`src/osl_defines.svh`:
```
`ifndef OSL_DEFINES_SVH
`define OSL_DEFINES_SVH
`define OSL_OFS_EBIT_HIGH 5'h10
`define OSL_OFS_EBIT_LOW 5'h11
`define OSL_OFS_FAS 5'h12
`define OSL_OFS_BPV_HIGH 5'h13
`define OSL_OFS_BPV_LOW 5'h14
`define OSL_OFS_CRC_HIGH 5'h15
`define OSL_OFS_CRC_LOW 5'h16
`define OSL_EBIT_WIDTH 10
`define OSL_FAS_WIDTH 8
`define OSL_BPV_WIDTH 16
`define OSL_CRC_WIDTH 10
`define OSL_TICK_PERIOD_NS 1000000000
`define OSL_CLOCK_PERIOD_NS 25
`define OSL_TICK_CYCLES (`OSL_TICK_PERIOD_NS / `OSL_CLOCK_PERIOD_NS)
`endif

```
`src/osl_pkg.sv`:
```
`default_nettype none
package osl_pkg;
  typedef logic [7:0] osl_byte_t;
  typedef logic [4:0] osl_addr_t;
endpackage : osl_pkg
`default_nettype wire

```
`src/osl_counter.sv`:
```
`include "osl_defines.svh"
`default_nettype none
module osl_counter #(
  parameter int WIDTH = 8
) (
  input wire logic clock_in,
  input wire logic rst_n_in,
  input wire logic tick_in,
  input wire logic incr_in,
  output logic [WIDTH-1:0] latched_out
);
  logic [WIDTH-1:0] run_q;
  logic [WIDTH-1:0] run_d;
  logic [WIDTH-1:0] lat_q;
  logic [WIDTH-1:0] lat_d;

  if (WIDTH < 1 || WIDTH > 16) begin : g_bad_width
    $error("osl_counter width out of range");
  end

  always_comb begin
    lat_d = lat_q;
    run_d = run_q;
    if (tick_in) begin
      lat_d = run_q;
      run_d = incr_in ? WIDTH'(1) : '0;
    end else if (incr_in && run_q != '1) begin
      run_d = run_q + WIDTH'(1);
    end
  end

  always_ff @(posedge clock_in or negedge rst_n_in) begin
    if (!rst_n_in) begin
      run_q <= '0;
      lat_q <= '0;
    end else begin
      run_q <= run_d;
      lat_q <= lat_d;
    end
  end

  assign latched_out = lat_q;
endmodule : osl_counter
`default_nettype wire

```
`src/osl_bank.sv`:
```
// Notes on behaviour
// - E-bit error latch is 10 bits: upper two at 0x10, lower eight at 0x11.
// - Each latch loads from its counter once per second, constant between ticks.
// - 8-bit errored frame alignment count increments per bad FAS, read at 0x12.
// - 16-bit bipolar violation count: high byte 0x13, low byte 0x14.
// - 10-bit CRC-4 error latch: upper two bits 0x15, lower eight 0x16.
`include "osl_defines.svh"
`default_nettype none
module osl_bank
  import osl_pkg::*;
#(
  parameter int TICK_CYCLES = `OSL_TICK_CYCLES
) (
  // Clock and reset
  input wire logic clock_in,
  input wire logic rst_n_in,
  // Error event pulses, same clock
  input wire logic ebit_err_in,
  input wire logic fas_err_in,
  input wire logic bpv_err_in,
  input wire logic crc_err_in,
  // Register read port
  input wire logic rd_en_in,
  input wire logic [4:0] rd_addr_in,
  output logic [7:0] rd_data_out,
  // One-second tick
  output logic tick_out
);
  logic rst_s1_q;
  logic rst_s2_q;
  logic [31:0] tmr_q;
  logic [31:0] tmr_d;
  logic tick_q;
  logic tick_d;
  osl_byte_t rd_q;
  osl_byte_t rd_d;
  logic [`OSL_EBIT_WIDTH-1:0] ebit_lat;
  logic [`OSL_FAS_WIDTH-1:0] fas_lat;
  logic [`OSL_BPV_WIDTH-1:0] bpv_lat;
  logic [`OSL_CRC_WIDTH-1:0] crc_lat;

  if (TICK_CYCLES < 2) begin : g_bad_tick
    $error("TICK_CYCLES must be at least 2");
  end

  // Two-flop release of the asynchronous reset
  always_ff @(posedge clock_in or negedge rst_n_in) begin
    if (!rst_n_in) begin
      rst_s1_q <= 1'b0;
      rst_s2_q <= 1'b0;
    end else begin
      rst_s1_q <= 1'b1;
      rst_s2_q <= rst_s1_q;
    end
  end

  // Free-running one-second timer
  always_comb begin
    tick_d = 1'b0;
    tmr_d = tmr_q + 32'h1;
    if (tmr_q == 32'(TICK_CYCLES - 1)) begin
      tmr_d = '0;
      tick_d = 1'b1;
    end
  end

  always_ff @(posedge clock_in or negedge rst_s2_q) begin
    if (!rst_s2_q) begin
      tmr_q <= '0;
      tick_q <= 1'b0;
    end else begin
      tmr_q <= tmr_d;
      tick_q <= tick_d;
    end
  end

  osl_counter #(.WIDTH(`OSL_EBIT_WIDTH)) u_ebit (
    .clock_in(clock_in), .rst_n_in(rst_s2_q), .tick_in(tick_q),
    .incr_in(ebit_err_in), .latched_out(ebit_lat));
  osl_counter #(.WIDTH(`OSL_FAS_WIDTH)) u_fas (
    .clock_in(clock_in), .rst_n_in(rst_s2_q), .tick_in(tick_q),
    .incr_in(fas_err_in), .latched_out(fas_lat));
  osl_counter #(.WIDTH(`OSL_BPV_WIDTH)) u_bpv (
    .clock_in(clock_in), .rst_n_in(rst_s2_q), .tick_in(tick_q),
    .incr_in(bpv_err_in), .latched_out(bpv_lat));
  osl_counter #(.WIDTH(`OSL_CRC_WIDTH)) u_crc (
    .clock_in(clock_in), .rst_n_in(rst_s2_q), .tick_in(tick_q),
    .incr_in(crc_err_in), .latched_out(crc_lat));

  // Registered read mux; holds its value while idle
  always_comb begin
    rd_d = rd_q;
    if (rd_en_in) begin
      if (rd_addr_in == `OSL_OFS_EBIT_HIGH) begin
        rd_d = {6'h00, ebit_lat[9:8]};
      end else if (rd_addr_in == `OSL_OFS_EBIT_LOW) begin
        rd_d = ebit_lat[7:0];
      end else if (rd_addr_in == `OSL_OFS_FAS) begin
        rd_d = fas_lat;
      end else if (rd_addr_in == `OSL_OFS_BPV_HIGH) begin
        rd_d = bpv_lat[15:8];
      end else if (rd_addr_in == `OSL_OFS_BPV_LOW) begin
        rd_d = bpv_lat[7:0];
      end else if (rd_addr_in == `OSL_OFS_CRC_HIGH) begin
        rd_d = {6'h00, crc_lat[9:8]};
      end else if (rd_addr_in == `OSL_OFS_CRC_LOW) begin
        rd_d = crc_lat[7:0];
      end else begin
        rd_d = 8'h00;
      end
    end
  end

  always_ff @(posedge clock_in or negedge rst_s2_q) begin
    if (!rst_s2_q) begin
      rd_q <= 8'h00;
    end else begin
      rd_q <= rd_d;
    end
  end

  assign rd_data_out = rd_q;
  assign tick_out = tick_q;
endmodule : osl_bank
`default_nettype wire

```
`config.mk`:
```
export PLATFORM = sky130hd
export DESIGN_NAME = osl_bank
export DESIGN_NICKNAME = d
export VERILOG_FILES = /design/src/osl_pkg.sv /design/src/osl_counter.sv /design/src/osl_bank.sv
export VERILOG_INCLUDE_DIRS = /design/src /design/src/src
export SDC_FILE = /design/constraint.sdc
export NUM_CORES = 1
export LEC_CHECK = 0
export ABC_AREA = 1
export CAP_MARGIN = 20
export CORE_ASPECT_RATIO = 1.25
export CORE_MARGIN = 10
export CORE_UTILIZATION = 25
export CTS_CLUSTER_DIAMETER = 200
export DETAILED_ROUTE_END_ITERATION = 12
export DONT_BUFFER_PORTS = 1
export GPL_TIMING_DRIVEN = 0
export PLACE_DENSITY_LB_ADDON = 0.1
export SETUP_SLACK_MARGIN = 0.15
export SLEW_MARGIN = 20
export SYNTH_ARGS = -nofsm -noshare
export SYNTH_HDL_FRONTEND = slang
export SYNTH_SLANG_ARGS = --single-unit
```
`constraint.sdc`:
```
create_clock -name clock_in -period 3.7 [get_ports clock_in]
set_input_delay 0.185 -clock clock_in [delete_from_list [all_inputs] [get_ports clock_in]]
set_output_delay 0.185 -clock clock_in [all_outputs]
set_load 0.02 [all_outputs]
```
==> impl_metrics.sql, run 1 <==
INSERT INTO impl_metrics (metric_group, metric, value, unit) VALUES
('critical_path', 'cp-startpoint', 'tick_out$_DFF_PN0_', ''),
('global_route', 'grt_overflow', '0', ''),
('floorplanning', 'dieArea', '0.0342', 'mm²'),
('timing', 'tns', '0', 'ps'),
('floorplanning', 'io_pins', '21', ''),
('timing', 'timing.slew.headroom', '52.9', '%'),
('synthesis', 'yosys_cell_types', '38', ''),
('detailed_routing', 'drt-wirelength-per-cell', '15.9', 'µm'),
('place', 'hpwl', '15000', 'µm'),
('detailed_routing', 'route.vias.total', '5677', ''),
('pwr', 'power-per-cell-area', '483', 'mW/mm²'),
('global_route', 'number_of_antenna_violations_at_the_first_check_in_global_routing', '0', ''),
('synthesis', 'synth-warning-count', '0', ''),
('clock_tree', 'cts_buffers', '17', ''),
('critical_path', 'crit_type', 'flop to flop', ''),
('detailed_routing', 'drc', '0', ''),
('clock_tree', 'clk_pin_slew', '60', 'ps'),
('finish', 'drive_above_1_share', '6.06', '%'),
('clock_tree', 'cts_tree', 'yes', ''),
('synthesis', 'postSynth.asyncResetShare', '100', '%'),
('clock_tree', 'insertion_delay', '430', 'ps'),
('worst_hold_path', 'hold_class', 'input pin to flop', ''),
('critical_path', 'crit-reg2reg-launch', 'tick_out$_DFF_PN0_', ''),
('pwr', 'p_leak', '3.69', 'nW'),
('global_route', 'grt_max_degree', '48', ''),
('critical_path', 'critical-path-top-delay-family', 'buffers and inverters', ''),
('critical_path', 'r2r-end', 'u_ebit.latched_out[7]$_DFFE_PN0P_', ''),
('timing', 'final.setup_skew', '11.3', 'ps'),
('timing', 'finalHoldViolCount', '0', ''),
('place', 'numPortBuffers', '0', ''),
('critical_path', 'timing.critical_path.from_type', 'flop', ''),
('floorplanning', 'floorplan_die_width', '167', 'µm'),
('detailed_routing', 'first_iter_violations', '388', ''),
('floorplanning', 'effective_utilization_at_floorplan', '25.3', '%'),
('detailed_routing', 'drt.antenna.violating_nets', '0', ''),
('timing', 'timing.final.crit_share', '53.2', '%'),
('status', 'outcome', 'finished, final reports clean', ''),
('detailed_routing', 'drt_first_pass_iters', '4', ''),
('timing', 'max_clock_freq', '0.508', 'GHz'),
('critical_path', 'timing.critical_path.slowest_cell_delay', '660', 'ps'),
('synthesis', 'synth_sequential_area_ratio', '48.3', '%'),
('critical_path', 'critical_path_peak_fanout', '10', ''),
('critical_path', 'worstPathRequired', '4040', 'ps'),
('timing', 'setup_viol_count_final', '0', ''),
('synthesis', 'syn-instance-count', '883', ''),
('synthesis', 'synthesis.area_per_instance', '7.69', 'µm²'),
('timing', 'worst_margin_pin_slew', '707', 'ps'),
('synthesis', 'synth_enable_flop_cells', '0', ''),
('critical_path', 'worstPathCellList', 'buf_2 -> buf_1 -> nand2_1 -> o21ai_0', ''),
('clock_tree', 'htreeDepth', '4', ''),
('global_route', 'tot_gr_track_use', '12.1', '%'),
('floorplanning', 'floorplan.core_area', '0.0268', 'mm²'),
('synthesis', 'synthesis.nets', '900', ''),
('critical_path', 'cp_slowest_cell', 'dfrtp_1', ''),
('clock_tree', 'cts_sinks', '131', ''),
('critical_path', 'endpoint', 'u_ebit.latched_out[7]$_DFFE_PN0P_', ''),
('floorplanning', 'core.rowCount', '67', ''),
('finish', 'footprint_of_the_multi_input_gates', '0.00301', 'mm²'),
('pwr', 'vdd.ir_drop.worst', '0.000289', 'V'),
('critical_path', 'rrSetupSlack', '1730', 'ps'),
('timing', 'slew_viol_final', '0', ''),
('job', 'cap_viol_max_count', '0', ''),
('synthesis', 'ys_seq_elements', '131', ''),
('finish', 'design.final.nets', '928', ''),
('critical_path', 'worstRegToRegCells', '4', ''),
('clock_tree', 'clock_tree.buffer_depth', '2', ''),
('floorplanning', 'die-height', '204', 'µm'),
('finish', 'layout.area.seq', '0.00328', 'mm²'),
('critical_path', 'critical_path_cell_count', '4', ''),
('timing', 'setup_ws', '1730', 'ps'),
('clock_tree', 'clock_root_buffer', 'clkbuf_16', '');
registers in the layout, indices dropped and copies added (netlist names), 8 cells and up:
signal	count
u_crc.run_q	10
u_ebit.run_q	10
u_ebit.latched_out	10
u_crc.latched_out	10
u_bpv.run_q	16
u_fas.run_q	8
u_bpv.latched_out	16
rd_data_out	8
u_fas.latched_out	8
tmr_q	32
area by class of cell:
type	count	share of cell area (%)
repair buffers	9	1.48
well taps	345	5.44
multi-input cells	623	38.0
inverters	112	5.30
clock buffers	23	6.15
plain buffers	17	0.994
flip-flops and latches	131	41.4
clock inverters	9	1.29
layout by cell type, fill, tap and decap left out, types with 5 or more instances in the layout:
master	count
clkbuf_16	17
nand3_1	42
clkbuf_1	10
dfrtp_1	130
o21ai_0	74
a21oi_1	15
xnor2_1	8
inv_1	108
xor2_1	27
nand3b_1	5
ha_1	5
or2_2	5
nor4_1	6
nand2_1	260
dlygate4sd3_1	7
nor2_1	88
nand4_1	33
nor3_1	27
cell families after synthesis:
logic type,Yosys count,synth area share [%]
other,1,0.0552
xor gates and xnor gates,35,4.51
DFF,131,48.3
adders and majority gates,5,0.921
and+or+nand+nor,478,30.3
buffers and inverters,129,7.35
AOI/OAI and AO/OA,104,8.53
timing repair:
action | 4_1_cts | 5_1_grt
setup buffers | 0 | 0
hold buffers | 7 | 0
hold endpoints to repair | 11 | 0
cell usage after synthesis, types with 6 or more instances:
cell type	instances	area (µm²)
xnor2_1	8	70.1
o21ai_0	74	370
xor2_1	27	236
dfrtp_1	131	3280
clkbuf_1	8	30.0
nor3_1	27	135
nor2_1	88	330
nand2_1	260	976
nor4_1	6	37.5
inv_1	108	405
nand4_1	33	206
nand3_1	42	210
a21oi_1	15	75.1
power by group:
group          total, W  switching [W]  internal [W]
sequential      0.00174       0.000185       0.00156
combinational  0.000386       0.000241      0.000145
clock           0.00170       0.000646       0.00106
total           0.00383        0.00107       0.00276
per-stage QoR:
step	total power [W]	hold slack, ps	std cells	instance area [µm²]	utilization (%)
after floorplan	0.00200	-111	883	6790	-
after global placement	0.00214	-111	1228	7220	26.9
after detailed placement	0.00215	-110	1230	7270	27.1
after CTS	0.00390	47.3	1269	7930	29.6
after global routing	0.00404	72.9	1269	7930	29.6
final	0.00383	61.4	1269	7930	29.6
metal layers:
layer	vias up	wire length, µm	global-route usage [%]
met5	-	0	0
met4	0	331	4.14
met3	19	600	2.40
met2	75	10400	21.5
met1	2692	8850	14.3
li1	2891	-	-
worst register-to-register path: cells and delay by family (launching register included):
kind | cells | cell delay (ps)
flip-flops | 1 | 660
buffers and inverters | 2 | 910
AO/OA/AOI/OAI | 1 | 110
AND/OR/NAND/NOR | 1 | 200
how the worst min path moves through the flow:
stage	endpoint	depth (start not counted)	start
floorplan	rst_s1_q$_DFF_PN0_	0	rst_n_in
global placement	rst_s1_q$_DFF_PN0_	0	rst_n_in
detailed placement	rst_s1_q$_DFF_PN0_	0	rst_n_in
CTS	rd_data_out[3]$_DFFE_PN0P_	3	rd_en_in
global route	rd_data_out[6]$_DFFE_PN0P_	3	rd_en_in
finish	rd_data_out[3]$_DFFE_PN0P_	3	rd_en_in
(Power assumes the default switching activity.)
==> inputs of run 2 (changes only) <==
--- a/config.mk
+++ b/config.mk
@@ -6,7 +6,7 @@
 export SDC_FILE = /design/constraint.sdc
 export NUM_CORES = 1
 export LEC_CHECK = 0
-export ABC_AREA = 1
+export ABC_AREA = 0
 export CAP_MARGIN = 20
 export CORE_ASPECT_RATIO = 1.25
 export CORE_MARGIN = 10
==> constraint.sdc (replaced) <==
create_clock -name clock_in -period 1.9 [get_ports clock_in]
set_input_delay 0.095 -clock clock_in [delete_from_list [all_inputs] [get_ports clock_in]]
set_output_delay 0.095 -clock clock_in [all_outputs]
set_load 0.02 [all_outputs]
==> run 2 against run 1 <==
  * Final cell count shrank 23%
  * Sequential share of layout area up 1.2 points
  * Global-route usage is 1.6 points lower
  * Power is 98% higher
  * Via count fell by 20%
  * Fmax rose by 15%
  * Count of clock-buffer cells in the layout is 6 lower
  * First-iteration DRC count decreased by 45%
  * Critical endpoint is now tmr_q[17]$_DFF_PN0_
  * Largest cell class unchanged
  * Largest power group unchanged
  * Highest routed layer unchanged
==> impl_metrics.sql, run 2 <==
INSERT INTO impl_metrics (metric_group, metric, value, unit) VALUES
('timing', 'timing.final.crit_share', '90.4', '%'),
('timing', 'slew_viol_final', '0', ''),
('synthesis', 'synthesis.nets', '600', ''),
('synthesis', 'top_area_cell_type_share_of_the_netlist_area', '53.1', '%'),
('status', 'outcome', 'finished, final reports clean', ''),
('worst_hold_path', 'timing.hold.worst_path_depth', '3', ''),
('finish', 'fillerInstances', '2517', ''),
('place', 'place.detailed.instances', '915', ''),
('clock_tree', 'cts_buffers', '17', ''),
('clock_tree', 'clk_pin_slew', '60', 'ps'),
('synthesis', 'postSynth.asyncResetShare', '100', '%'),
('global_route', 'grt_pass1_vias', '4626', ''),
('timing', 'max_clock_freq', '0.582', 'GHz'),
('synthesis', 'yosys_cell_types', '53', ''),
('detailed_routing', 'drc', '0', ''),
('global_route', 'number_of_antenna_violations_at_the_first_check_in_global_routing', '0', ''),
('finish', 'final_core_util', '31.8', '%'),
('critical_path', 'timing.critical_path.from_type', 'flop', ''),
('global_route', 'grt_max_degree', '49', ''),
('detailed_routing', 'drt_first_pass_iters', '4', ''),
('floorplanning', 'dieArea', '0.0314', 'mm²'),
('critical_path', 'critical_path_peak_fanout', '5', ''),
('synthesis', 'netlist.top_cell.by_area', 'dfrtp_1', ''),
('clock_tree', 'insertion_delay', '410', 'ps'),
('finish', 'area.growth.synth_to_final', '25.5', '%'),
('floorplanning', 'die-height', '196', 'µm'),
('finish', 'design.final.nets', '656', ''),
('timing', 'finalHoldViolCount', '0', ''),
('clock_tree', 'cts_tree', 'yes', ''),
('finish', 'drive_above_1_share', '25.5', '%'),
('synthesis', 'synth.top_cells.by_area', 'dfrtp_1, mux2_2, xnor2_1, nor2_1, xor2_1', ''),
('global_route', 'grt_first_pass_wirelength', '26000', 'µm'),
('global_route', 'tot_gr_track_use', '10.6', '%'),
('timing', 'final.hold.worst_slack', '30.1', 'ps'),
('critical_path', 'worstPathRequired', '2200', 'ps'),
('floorplanning', 'floorplan_die_width', '161', 'µm'),
('floorplanning', 'effective_utilization_at_floorplan', '25.3', '%'),
('detailed_routing', 'first_iter_violations', '214', ''),
('worst_hold_path', 'hold_class', 'input pin to flop', ''),
('pwr', 'power-per-cell-area', '977', 'mW/mm²'),
('detailed_routing', 'drt.antenna.violating_nets', '0', ''),
('synthesis', 'synth-warning-count', '0', ''),
('timing', 'rsz0062_at_grt', 'yes', ''),
('critical_path', 'worstRegToRegCells', '7', ''),
('place', 'numPortBuffers', '0', ''),
('clock_tree', 'htreeDepth', '4', ''),
('floorplanning', 'io_pins', '21', ''),
('place', 'instance_area_after_placement', '0.00664', 'mm²'),
('critical_path', 'crit_arrival', '2020', 'ps'),
('timing', 'worst_margin_pin_slew', '635', 'ps'),
('finish', 'regMostFlops', 'tmr_q', ''),
('critical_path', 'crit_type', 'flop to flop', ''),
('pwr', 'vdd.ir_drop.worst', '0.000536', 'V'),
('detailed_routing', 'post_drt_via_cell_ratio', '4.64', ''),
('floorplanning', 'floorplan.core_area', '0.0244', 'mm²'),
('timing', 'final.setup_skew', '8.02', 'ps'),
('clock_tree', 'cts_sinks', '131', ''),
('synthesis', 'synth.cell_area', '0.00618', 'mm²'),
('finish', 'largest_reg_flops', '32', ''),
('finish', 'layout.cell_area.non_filler', '0.00775', 'mm²'),
('critical_path', 'critical_path.endpoint_type', 'flop', ''),
('synthesis', 'yosys.cell_count.top_type', 'dfrtp_1', ''),
('detailed_routing', 'drt-total-wl', '16200', 'µm'),
('place', 'hpwl', '11300', 'µm'),
('synthesis', 'synthesis.area_per_instance', '10.6', 'µm²'),
('floorplanning', 'core.rowCount', '64', ''),
('detailed_routing', 'drt-wirelength-per-cell', '16.5', 'µm'),
('clock_tree', 'clock_root_buffer', 'clkbuf_16', ''),
('job', 'cap_viol_max_count', '0', ''),
('synthesis', 'ys_seq_elements', '131', ''),
('pwr', 'p_leak', '3.43', 'nW'),
('finish', 'most_common_library_cell_in_the_layout_ignoring_fill_and_taps', 'dfrtp_1', ''),
('place', 'gp_congestion', '0.800', ''),
('synthesis', 'synth_sequential_area_ratio', '53.1', '%'),
('timing', 'timing.slew.headroom', '57.6', '%'),
('synthesis', 'synth_enable_flop_cells', '0', ''),
('finish', 'layoutNonFillerInstCount', '982', ''),
('synthesis', 'ys_top_cells_by_count', 'dfrtp_1, nor2_1, nand2_1', ''),
('global_route', 'grt_overflow', '0', ''),
('finish', 'layout.cells.most_common_list', 'dfrtp_1, nor2_1, nand2_1', ''),
('synthesis', 'syn-instance-count', '583', ''),
('finish', 'number_of_antenna_repair_diodes', '0', ''),
('clock_tree', 'clock_tree.buffer_depth', '2', ''),
('detailed_routing', 'route.vias.total', '4556', ''),
('timing', 'final.min_clock_period', '1720', 'ps'),
('timing', 'setup_viol_count_final', '0', ''),
('synthesis', 'yosys_most_used_dff', 'dfrtp_1', '');
==> run 2: cell types whose count changed in the layout (fill, tap and decap cells not counted), sizes merged, moves of 7 or more <==
cell	before	now
nand2	262	44
inv	111	14
o21ai	75	30
mux2	0	42
nor2	91	66
xnor2	8	32
buf	11	32
nand3	44	27
nand4	33	23
and3	0	9
and4	0	9
a221o	0	7
==> run 2: power by group <==
group / total, W / switching (W) / internal, W / leakage, nW
logic: 0.000726 / 0.000376 / 0.000350 / 1.43
clock network: 0.00338 / 0.00131 / 0.00207 / 0.290
registers: 0.00347 / 0.000423 / 0.00305 / 1.70
==> run 2: critical path, stage by stage, from the launching register on <==
cell and delay [ps]:
dfrtp_1 430, ha_4 160, nand4_1 170, buf_4 210, nor3_4 110, and4_4 310, clkbuf_16 170, nor2_2 40
==> run 2: metrics by stage <==
step	setup TNS (ps)	total power (W)	setup slack, ps
2_1_floorplan	0	0.00390	275
3_3_place_gp	-22140	0.00412	-388
3_5_place_dp	-14000	0.00416	-414
4_1_cts	0	0.00765	107
5_1_grt	0	0.00799	85.3
6_report	0	0.00758	183
==> run 2: per-layer routing <==
metal | vias up | GRT usage [%] | wire length (µm) | part of all wire, %
met3 | 16 | 2.24 | 396 | 2.4
li1 | 2219 | - | - | -
met1 | 2266 | 12.4 | 6990 | 43
met4 | 0 | 4.60 | 323 | 2.0
met2 | 55 | 18.2 | 8510 | 52
met5 | - | 0 | 0 | 0
==> run 2: final cells by class <==
class | count | area (µm²) | area share, %
Sequential cell | 131 | 3300 | 42.5
Multi-Input combinational cell | 420 | 2930 | 37.7
Clock buffer | 17 | 425 | 5.49
Tap cell | 330 | 413 | 5.32
Timing Repair Buffer | 37 | 352 | 4.53
Clock inverter | 15 | 180 | 2.32
Buffer | 20 | 114 | 1.47
Inverter | 12 | 45.0 | 0.581
==> run 2: timing repair <==
action	CTS	global route
setup buffers	11	15
gates cloned	0	1
endpoints found under the hold margin	15	2
hold buffers	7	1
pin swaps	4	10
setup endpoints to repair	110	68
resized for setup	26	45
==> run 2: final timing paths <==
path | from | to | slack [ps]
max | tmr_q[1]$_DFF_PN0_ | tmr_q[17]$_DFF_PN0_ | 180
min | ebit_err_in | u_ebit.run_q[2]$_DFFE_PN0P_ | 30
max reg2reg | tmr_q[1]$_DFF_PN0_ | tmr_q[17]$_DFF_PN0_ | 180
min reg2reg | rst_s1_q$_DFF_PN0_ | rst_s2_q$_DFF_PN0_ | 350
max in group asynchronous | rst_s2_q$_DFF_PN0_ | u_bpv.run_q[12]$_DFFE_PN0P_ | 870
min in group asynchronous | rst_s2_q$_DFF_PN0_ | u_crc.run_q[0]$_DFFE_PN0P_ | 360
==> run 2: cells by family after synthesis <==
group                    share of synthesized area [%]
XOR/XNOR                                          7.51
multiplexers                                      8.47
AND/OR/NAND/NOR                                   19.1
AO/OA/AOI/OAI                                     8.77
adder cells (fa/ha/maj)                           1.01
other                                           0.0607
buffers and inverters                             2.03
flip-flops                                        53.1
